`src/rtl/khm_map.vh`:
```
/*
  Constants for the host keyboard mailbox: host I/O addresses, status
  field positions, reset values and pin drive timing.
  Assumes inclusion by bare name from the mailbox module.
*/
`ifndef KHM_MAP_VH
`define KHM_MAP_VH

// ----------------------------------------------------------------------
// Host I/O addresses
// ----------------------------------------------------------------------
`define KHM_ADDR_DATA      16'h0060
`define KHM_ADDR_CMD       16'h0064
`define KHM_ADDR_SEL_BIT   2

// ----------------------------------------------------------------------
// Status field positions and reset values
// ----------------------------------------------------------------------
`define KHM_ST_OUT_FULL    0
`define KHM_ST_IN_FULL     1
`define KHM_ST_CD          3
`define KHM_ST_UD_MASK     8'hF4
`define KHM_STATUS_RST     8'h00
`define KHM_BYTE_RST       8'h00

// ----------------------------------------------------------------------
// Port 2 field positions
// ----------------------------------------------------------------------
`define KHM_P2_A20         1
`define KHM_P2_KEYBOARD_INTERRUPT_OUT        4
`define KHM_P2_MOUSE_INTERRUPT_OUT        5

// ----------------------------------------------------------------------
// Quasi-bidirectional high drive time
// ----------------------------------------------------------------------
`define KHM_CLK_PERIOD_PS  8000
`define KHM_QB_PULSE_NS    500
`define KHM_QB_CYCLES      ((`KHM_QB_PULSE_NS * 1000) / `KHM_CLK_PERIOD_PS)
`define KHM_QB_CNT_W       7

`endif

```
`src/rtl/khm_mailbox.v`:
```
/*
  Host keyboard mailbox: host I/O port pair, processor data buffer,
  status flags, keyboard and mouse interrupt outputs, gate A20 and three
  quasi-bidirectional port pins.
  Assumes host strobes are one-cycle pulses on ref_clk_i and that
  processor strobes are likewise; port 2 and pin values are levels
  from logic on ref_clk_i, while the quasi pin inputs come from pads
  and are synchronised before use. Pad buffers sit outside: a pin is
  driven with quasi_pin_o while quasi_pin_oe_o is high and is held
  high by an external pull-up otherwise.
*/
`timescale 1ns/100ps
`include "khm_map.vh"

module khm_mailbox #(
  parameter QB_CYCLES = `KHM_QB_CYCLES
) (
  // Clock and reset
  input  wire        ref_clk_i,
  input  wire        arst_n_i,
  // Host I/O bus
  input  wire [15:0] host_addr_i,
  input  wire        host_wr_i,
  input  wire        host_rd_i,
  input  wire [7:0]  host_wdata_i,
  output reg  [7:0]  host_rdata_o,
  output wire        host_ack_o,
  // Embedded processor side
  input  wire        proc_buf_wr_i,
  input  wire [7:0]  proc_buf_wdata_i,
  input  wire        proc_buf_rd_i,
  output reg  [7:0]  proc_buf_rdata_o,
  input  wire        proc_status_wr_i,
  input  wire [7:0]  proc_status_wdata_i,
  output wire [7:0]  proc_status_o,
  input  wire        proc_en_flags_i,
  input  wire        proc_out_full_clr_i,
  input  wire [7:0]  proc_port2_i,
  input  wire [2:0]  proc_quasi_val_i,
  input  wire        proc_open_drain_i,
  output wire [2:0]  proc_quasi_pin_o,
  output wire        proc_in_full_irq_o,
  // Interrupt and gate outputs
  output reg         keyboard_interrupt_out_o,
  output reg         mouse_interrupt_out_o,
  output reg         gate_a20_o,
  // Quasi-bidirectional pins: c, b, a
  input  wire [2:0]  quasi_pin_i,
  output reg  [2:0]  quasi_pin_o,
  output reg  [2:0]  quasi_pin_oe_o
);

  // --------------------------------------------------------------------
  // Host decode
  // --------------------------------------------------------------------
  // Exact match of a host I/O address
  function khm_addr_is;
    input [15:0] addr;
    input [15:0] port;
    begin
      khm_addr_is = (addr == port);
    end
  endfunction

  // Data port and command/status port hits
  wire hit_data = khm_addr_is(host_addr_i, `KHM_ADDR_DATA);
  wire hit_cmd  = khm_addr_is(host_addr_i, `KHM_ADDR_CMD);
  wire host_hit = hit_data | hit_cmd;

  // Qualified strobes; unmapped addresses do nothing
  wire host_wr   = host_wr_i & host_hit;
  wire host_rd_d = host_rd_i & hit_data;
  wire host_rd_s = host_rd_i & hit_cmd;

  // Handshake, combinational in the strobe cycle
  assign host_ack_o = (host_wr_i | host_rd_i) & host_hit;

  // --------------------------------------------------------------------
  // Mailbox registers
  // --------------------------------------------------------------------
  reg  [7:0] in_byte_reg;
  reg  [7:0] out_byte_reg;
  reg  [7:0] ud_bits_reg;
  reg        cd_reg;
  reg        in_full_reg;
  reg        out_full_reg;
  reg        en_flags_reg;
  wire [7:0] status_word;

  // Port 2 fields used by the host side
  wire kb_irq_port_bit    = proc_port2_i[`KHM_P2_KEYBOARD_INTERRUPT_OUT];
  wire mouse_irq_port_bit = proc_port2_i[`KHM_P2_MOUSE_INTERRUPT_OUT];
  wire gate_a20_port_bit  = proc_port2_i[`KHM_P2_A20];

  wire in_full  = in_full_reg;
  wire out_full = out_full_reg;

  // Status image: user bits, C/D, in-full, out-full
  assign status_word = (ud_bits_reg & `KHM_ST_UD_MASK) |
                       ({7'h00, cd_reg} << `KHM_ST_CD) |
                       ({7'h00, in_full_reg} << `KHM_ST_IN_FULL) |
                       ({7'h00, out_full_reg} << `KHM_ST_OUT_FULL);

  assign proc_status_o      = status_word;
  assign proc_in_full_irq_o = in_full;

  // Input byte, overwritten on every host write
  always @(posedge ref_clk_i or negedge arst_n_i) begin
    if (!arst_n_i) begin
      in_byte_reg <= `KHM_BYTE_RST;
    end else if (host_wr) begin
      in_byte_reg <= host_wdata_i;
    end
  end

  // Output byte loaded by processor buffer write
  always @(posedge ref_clk_i or negedge arst_n_i) begin
    if (!arst_n_i) begin
      out_byte_reg <= `KHM_BYTE_RST;
    end else if (proc_buf_wr_i) begin
      out_byte_reg <= proc_buf_wdata_i;
    end
  end

  // Flag mode latch, sticky once executed
  always @(posedge ref_clk_i or negedge arst_n_i) begin
    if (!arst_n_i) begin
      en_flags_reg <= 1'b0;
    end else if (proc_en_flags_i) begin
      en_flags_reg <= 1'b1;
    end
  end

  // User bits, writable by the processor only
  always @(posedge ref_clk_i or negedge arst_n_i) begin
    if (!arst_n_i) begin
      ud_bits_reg <= `KHM_STATUS_RST;
    end else if (proc_status_wr_i) begin
      ud_bits_reg <= proc_status_wdata_i & `KHM_ST_UD_MASK;
    end
  end

  // C/D copies host address bit 2 on each write
  always @(posedge ref_clk_i or negedge arst_n_i) begin
    if (!arst_n_i) begin
      cd_reg <= 1'b0;
    end else if (host_wr) begin
      cd_reg <= host_addr_i[`KHM_ADDR_SEL_BIT];
    end
  end

  // In-full: host write set wins over processor read clear
  always @(posedge ref_clk_i or negedge arst_n_i) begin
    if (!arst_n_i) begin
      in_full_reg <= 1'b0;
    end else if (host_wr) begin
      in_full_reg <= 1'b1;
    end else if (proc_buf_rd_i) begin
      in_full_reg <= 1'b0;
    end
  end

  // Out-full: processor write set wins over any clear
  always @(posedge ref_clk_i or negedge arst_n_i) begin
    if (!arst_n_i) begin
      out_full_reg <= 1'b0;
    end else if (proc_buf_wr_i) begin
      out_full_reg <= 1'b1;
    end else if ((host_rd_d && en_flags_reg) || proc_out_full_clr_i) begin
      out_full_reg <= 1'b0;
    end
  end

  // --------------------------------------------------------------------
  // Read data
  // --------------------------------------------------------------------
  // Host read mux; status port is read only
  always @(posedge ref_clk_i or negedge arst_n_i) begin
    if (!arst_n_i) begin
      host_rdata_o <= `KHM_BYTE_RST;
    end else if (host_rd_d) begin
      host_rdata_o <= out_byte_reg;
    end else if (host_rd_s) begin
      host_rdata_o <= status_word;
    end
  end

  // Processor read of input byte
  always @(posedge ref_clk_i or negedge arst_n_i) begin
    if (!arst_n_i) begin
      proc_buf_rdata_o <= `KHM_BYTE_RST;
    end else if (proc_buf_rd_i) begin
      proc_buf_rdata_o <= in_byte_reg;
    end
  end

  // --------------------------------------------------------------------
  // Interrupt and gate outputs
  // --------------------------------------------------------------------
  // Keyboard irq: gated out-full in flag mode, else port bit
  always @(posedge ref_clk_i or negedge arst_n_i) begin
    if (!arst_n_i) begin
      keyboard_interrupt_out_o <= 1'b0;
    end else if (en_flags_reg) begin
      keyboard_interrupt_out_o <= kb_irq_port_bit & out_full;
    end else begin
      keyboard_interrupt_out_o <= kb_irq_port_bit;
    end
  end

  // Mouse irq: gated inverted in-full in flag mode, else port bit
  always @(posedge ref_clk_i or negedge arst_n_i) begin
    if (!arst_n_i) begin
      mouse_interrupt_out_o <= 1'b0;
    end else if (en_flags_reg) begin
      mouse_interrupt_out_o <= mouse_irq_port_bit & ~in_full;
    end else begin
      mouse_interrupt_out_o <= mouse_irq_port_bit;
    end
  end

  // Gate A20 straight from its port bit
  always @(posedge ref_clk_i or negedge arst_n_i) begin
    if (!arst_n_i) begin
      gate_a20_o <= 1'b0;
    end else begin
      gate_a20_o <= gate_a20_port_bit;
    end
  end

  // --------------------------------------------------------------------
  // Quasi-bidirectional pins
  // --------------------------------------------------------------------
  // Number of quasi-bidirectional pins
  localparam QB_PINS = 3;

  reg  [2:0] pin_meta_reg;
  reg  [2:0] pin_sync_reg;
  reg  [2:0] val_prev_reg;
  reg  [`KHM_QB_CNT_W-1:0] pulse_cnt_reg [0:QB_PINS-1];

  assign proc_quasi_pin_o = pin_sync_reg;

  // Pin level synchroniser for processor reads
  always @(posedge ref_clk_i or negedge arst_n_i) begin
    if (!arst_n_i) begin
      pin_meta_reg <= 3'h0;
      pin_sync_reg <= 3'h0;
    end else begin
      pin_meta_reg <= quasi_pin_i;
      pin_sync_reg <= pin_meta_reg;
    end
  end

  // Per pin drive; released for input after the high pulse or in open drain, never inverted
  genvar g;
  generate
    for (g = 0; g < QB_PINS; g = g + 1) begin : g_qb
      always @(posedge ref_clk_i or negedge arst_n_i) begin
        if (!arst_n_i) begin
          val_prev_reg[g]   <= 1'b0;
          pulse_cnt_reg[g]  <= {`KHM_QB_CNT_W{1'b0}};
          quasi_pin_o[g]    <= 1'b0;
          quasi_pin_oe_o[g] <= 1'b1;
        end else begin
          val_prev_reg[g] <= proc_quasi_val_i[g];
          if (!proc_quasi_val_i[g]) begin
            quasi_pin_o[g]    <= 1'b0;
            quasi_pin_oe_o[g] <= 1'b1;
            pulse_cnt_reg[g]  <= {`KHM_QB_CNT_W{1'b0}};
          end else if (proc_open_drain_i) begin
            quasi_pin_o[g]    <= 1'b0;
            quasi_pin_oe_o[g] <= 1'b0;
          end else if (!val_prev_reg[g]) begin
            quasi_pin_o[g]    <= 1'b1;
            quasi_pin_oe_o[g] <= 1'b1;
            pulse_cnt_reg[g]  <= QB_CYCLES[`KHM_QB_CNT_W-1:0] - 7'h01;
          end else if (pulse_cnt_reg[g] != {`KHM_QB_CNT_W{1'b0}}) begin
            pulse_cnt_reg[g]  <= pulse_cnt_reg[g] - 7'h01;
          end else begin
            quasi_pin_o[g]    <= 1'b0;
            quasi_pin_oe_o[g] <= 1'b0;
          end
        end
      end
    end
  endgenerate

endmodule // khm_mailbox

```
`config.mk`:
```
export PLATFORM = sky130hd
export DESIGN_NAME = khm_mailbox
export DESIGN_NICKNAME = d
export VERILOG_FILES = /design/src/rtl/khm_mailbox.v
export VERILOG_INCLUDE_DIRS = /design/src /design/src/rtl
export SDC_FILE = /design/constraint.sdc
export NUM_CORES = 1
export LEC_CHECK = 0
export BUFFER_PORTS_ARGS = -buffer_cell sky130_fd_sc_hd__buf_2
export CAP_MARGIN = 20
export CORE_ASPECT_RATIO = 1.2
export CORE_MARGIN = 2
export CORE_UTILIZATION = 50
export CTS_CLUSTER_SIZE = 40
export DETAILED_ROUTE_END_ITERATION = 8
export PLACE_DENSITY = 0.85
export REMOVE_ABC_BUFFERS = 1
export SLEW_MARGIN = 15
export SYNTH_ARGS = -nofsm -noshare
export SYNTH_HDL_FRONTEND = slang
export SYNTH_SLANG_ARGS = --single-unit
```
`constraint.sdc`:
```
create_clock -name ref_clk_i -period 5.3 [get_ports ref_clk_i]
set_input_delay 0 -clock ref_clk_i [delete_from_list [all_inputs] [get_ports ref_clk_i]]
set_output_delay 0 -clock ref_clk_i [all_outputs]
set_load 0.01 [all_outputs]
```
# After elaboration in Yosys (flattened, before gate mapping)
# Cells that the tools add are included.
[word_totals] inputBits=64 elab_cells=98 output_inout_bits=38 reg_bits=80
[op_classes] n_bitwise=12 n_eq_ne=11 add_sub_neg=3 n_reduce_logical=11 muxes=35
[ops] cell="7-bit 2-to-1 mux" count=12
[ops] cell="16-bit by 7-bit == test with 1-bit output (second input constant)" count=2
[ops] cell="1-bit 2-to-1 mux" count=21
[ops] cell="7-bit nonzero test" count=3
[ops] cell="7-bit by 1-bit subtractor with 7-bit output (second input constant)" count=3
[ops] cell="8-bit 2-to-1 mux" count=2
[ops] cell="4-bit inequality test (second input constant)" count=3
[ops] cell="3-bit by 2-bit inequality test with 1-bit output (second input constant)" count=3
[ops] cell="8-bit by 1-bit OR with 8-bit output" count=1
[ops] cell="8-bit by 2-bit OR with 8-bit output" count=1
[ops] cell="8-bit by 4-bit OR with 8-bit output" count=1
[ops] cell="1-bit bitwise AND" count=6
[ops] cell="2-bit inequality test (second input constant)" count=3
[ops] cell="2-bit AND reduction" count=3
[ops] cell="2-bit nonzero test" count=3
[ops] cell="1-bit OR" count=2
[ops] cell="1-bit logical AND" count=1
[ops] cell="1-bit logical OR" count=1
[ops] cell="1-bit inverter" count=1

# Longest topological paths before layout
[logic_depth] word_depth=6 mapped_depth=6

# Least setup slack after synthesis
# No wires, ideal clock.
[synth_timing] path_type="reg2reg" from="register pulse_cnt_reg[18] (netlist bit)" to="register pulse_cnt_reg[14] (netlist bit)" t_required_ns=5.177 arrival_time_ns=1.551 path_stages_with_launch=5 slack_ns=3.626 n_path_buf=1 path_cell_list="dfrtp_1 or4_1 buf_2 o31a_1 o221a_1"
[synth_between] elab_chain_cells=3
[synth_lines] item="from (decl)" line_no="khm_mailbox.v:240" rtl="reg [`KHM_QB_CNT_W-1:0] pulse_cnt_reg [0:QB_PINS-1];"
[synth_lines] item="from (signal, indexed assignment)" line_no="khm_mailbox.v:262" rtl="pulse_cnt_reg[g] <= {`KHM_QB_CNT_W{1'b0}};"
[synth_lines] item="from (signal, indexed assignment)" line_no="khm_mailbox.v:270" rtl="pulse_cnt_reg[g] <= {`KHM_QB_CNT_W{1'b0}};"
[synth_lines] item="from (signal, indexed assignment)" line_no="khm_mailbox.v:277" rtl="pulse_cnt_reg[g] <= QB_CYCLES[`KHM_QB_CNT_W-1:0] - 7'h01;"
[synth_lines] item="7-bit nonzero test" line_no="khm_mailbox.v:278" rtl="end else if (pulse_cnt_reg[g] != {`KHM_QB_CNT_W{1'b0}}) begin"
[synth_lines] item="3-bit by 2-bit inequality test with 1-bit output (no line)"
[synth_lines] item="2-bit AND reduction (no line)"
# Every way passes these cells.
# A chain may end at the register's enable or synchronous reset.

# Worst setup path in the final report
[layout_timing] from="register pulse_cnt_reg[17] (netlist bit)" to="register pulse_cnt_reg[14] (netlist bit)"
# The elaborated chain is that of the path after synthesis.

==> results.py <==
metrics = {
    "run_status": {
        "outcome": "complete, no violations",
    },
    "global_routing": {
        "grt_start_max_net_pins": 81,
        "grt_pass1_vias": 3056,
        "grt_usage_pct": 22.3,
        "global_route.overflow_total": 0,
        "grt_pass1_wl_microns": 13800,
        "initial_antenna_violation_count": 0,
    },
    "yosys": {
        "synthesis.instances": 303,
        "asyncSetResetFlopFracSynth_pct": 100,
        "synth_enable_flop_cells": 0,
        "synth.yosys.seq_area_share_pct": 55.0,
        "synth_warnings": 0,
        "netlist_area_sq_um": 3650,
        "synth.ff_latch_count": 80,
        "postSynth.topFlopCell": "dfrtp_1",
        "yosysUniqueCellTypes": 47,
        "synth_area_per_cell_sq_um": 12.0,
    },
    "worst_setup_path": {
        "crit_chain": "or4_1 -> o31a_1 -> o221a_1",
        "crit_fanout": 10,
        "r2r_slack_ps": 3460,
        "arrival_ps": 2070,
        "setup.worst_path.end_class": "flip-flop",
        "data_required_time_of_the_worst_path_ps": 5520,
        "slowest_stage": "or4_1",
        "critical_setup_path_kind": "flip-flop to flip-flop",
        "element_type_at_the_critical_path_start": "flip-flop",
        "cp_peak_stage_delay_ps": 700,
    },
    "detailed_routing": {
        "post_route_wl_microns": 8600,
        "dr_total_vias": 2961,
        "detailedRoute.firstPassIterationCount": 5,
        "wire_per_inst_microns": 16.3,
        "vias_per_cell": 5.63,
        "drtAntennaViolNets": 0,
        "drc_errors": 0,
        "drtIter0Drc": 92,
    },
    "clocking": {
        "tritoncts_clock_tree": "yes",
        "clk_pin_slew_worst_paths_ps": 80,
        "clkLatencyLatePin_ps": 340,
        "clockRootBuffer": "clkbuf_8",
        "clk_path_buf_depth": 2,
        "cts_sinks": 80,
        "cts_bufs_inserted": 9,
        "cts_hold_repair.buffers": 38,
        "ctsResizeCount": 0,
        "postCtsSetupRepairBufs": 0,
        "htree_levels": 3,
    },
    "final_layout": {
        "largest_register_ffs": 21,
        "layout-area-overhead-vs-synth_pct": 31.6,
        "diodes": 0,
        "design.final.nets": 501,
        "nFillCells": 506,
        "final_core_utilization_pct": 67.2,
        "layout_commonest_cell": "buf_2",
        "most-common-layout-cells": "92 x buf_2, 77 x dfrtp_1, 46 x mux2_2, 38 x dlygate4sd3_1, 19 x inv_1",
        "area.sequential_sq_um": 2010,
        "postLayoutCellArea_sq_um": 4800,
        "layout-drive-gt1-share_pct": 38.5,
        "multi_input_area_sq_um": 1490,
    },
    "sta": {
        "tightest_slew_ps": 546,
        "final-hold-violation-count": 0,
        "finalMaxSlewViolations": 0,
        "clock.fmax_mhz": 542,
        "timing.slew.headroom_pct": 63.5,
        "rsz0062_at_grt": "no",
        "fin_crit_sh_pct": 34.8,
        "setup_viol_count_final": 0,
        "finClkSkew_ps": 8.53,
        "tns_ps": 0,
        "period_minus_slack_ps": 1840,
        "timing.hold.ws_ps": 51.7,
    },
    "pwr": {
        "vdd_ir_drop_max_mv": 0.184,
        "power.density_cell_area_nw_per_um2": 299,
        "cellLeakagePower_nw": 2.32,
    },
    "die": {
        "start_util_pct": 51.0,
        "floorplan.die.width_microns": 82.0,
        "floorplan.io_pins": 102,
        "design.core.area_sq_um": 7150,
        "placement_rows": 34,
        "dieHeight_microns": 97.5,
        "design.die.area_sq_um": 7990,
    },
    "place": {
        "place_congestion": 0.885,
        "place.port_buffers": 93,
        "hpwlAfterDp_microns": 5420,
        "dpl-instance-area_sq_um": 4150,
    },
    "worst_hold_path": {
        "hold_path.class": "input pin to flip-flop",
    },
    "job": {
        "maxCapViolCount": 0,
    },
}
-- final timing paths --
kind                       cells after the start             endpoint         startpoint
hold / removal                                 3   proc_in_full_irq_o      proc_buf_rd_i
max in group asynchronous                      3  proc_buf_rdata_o[0]           arst_n_i
hold reg to reg                                0  proc_quasi_pin_o[0]    pin_meta_reg[0]
setup / recovery                               3    pulse_cnt_reg[14]  pulse_cnt_reg[17]
min in group asynchronous                      2       quasi_pin_o[1]           arst_n_i
setup reg to reg                               3    pulse_cnt_reg[14]  pulse_cnt_reg[17]
-- worst max-delay path: cells and delay by family, from the launching register on --
family          cells  cell delay [ps]
flops               1              420
simple gates        1              700
compound gates      2              610
-- Yosys cell counts, drive strengths merged, types with 6 or more instances --
master  instances  area (sq um)
mux2           46           518
nor4            8          50.1
clkbuf          8          30.0
a31oi          11          68.8
nand2           8          30.0
nor2            8          30.0
ha              6          75.1
nor4b           6          52.6
inv            19          71.3
o211ai          6          45.0
dfrtp          77          1930
buf             7          48.8
o21ai          18          90.1
-- logic make-up after synthesis --
kind of cell	synth area share [%]
DFF	55.0
buffers and inverters	4.12
muxes	14.2
adders and majority gates	2.06
AOI/OAI and AO/OA	13.8
and+or+nand+nor	10.8
-- power breakdown --
group	total (W)	internal, W	switching (W)	leakage, nW
sequential	0.000677	0.000645	0.0000316	1.02
clock	0.000533	0.000314	0.000220	0.119
combinational	0.000227	0.000111	0.000116	1.17
total	0.00144	0.00107	0.000367	2.32
-- layout make-up --
| class | count | area share (%) |
|---|---|---|
| clock buffer | 9 | 2.58 |
| clock inverter | 7 | 2.50 |
| inverter | 19 | 1.49 |
| multi-input combinational | 189 | 31.0 |
| sequential | 80 | 41.8 |
| tap | 90 | 2.35 |
| timing repair buffer | 132 | 18.2 |
-- through the flow --
| stage | power, W | cells | worst slack [ps] |
|---|---|---|---|
| 3_3_place_gp | 0.000873 | 471 | 3510 |
| 6_report | 0.00144 | 526 | 3460 |
| 4_1_cts | 0.00144 | 525 | 3470 |
| 2_1_floorplan | 0.000799 | 288 | 3600 |
| 3_5_place_dp | 0.000884 | 471 | 3480 |
| 5_1_grt | 0.00151 | 526 | 3330 |
-- layer usage --
layer / wire length, microns / vias to the layer above / global-route usage (%) / part of all wire [%]
met5: 0 / - / 0 / 0
met4: 72 / 0 / 6.67 / 0.84
met3: 438 / 6 / 4.83 / 5.1
met2: 4760 / 97 / 41.0 / 55
met1: 3330 / 1473 / 25.0 / 39
li1: - / 1385 / - / -
No activity file was read; power rests on OpenSTA's default activity.
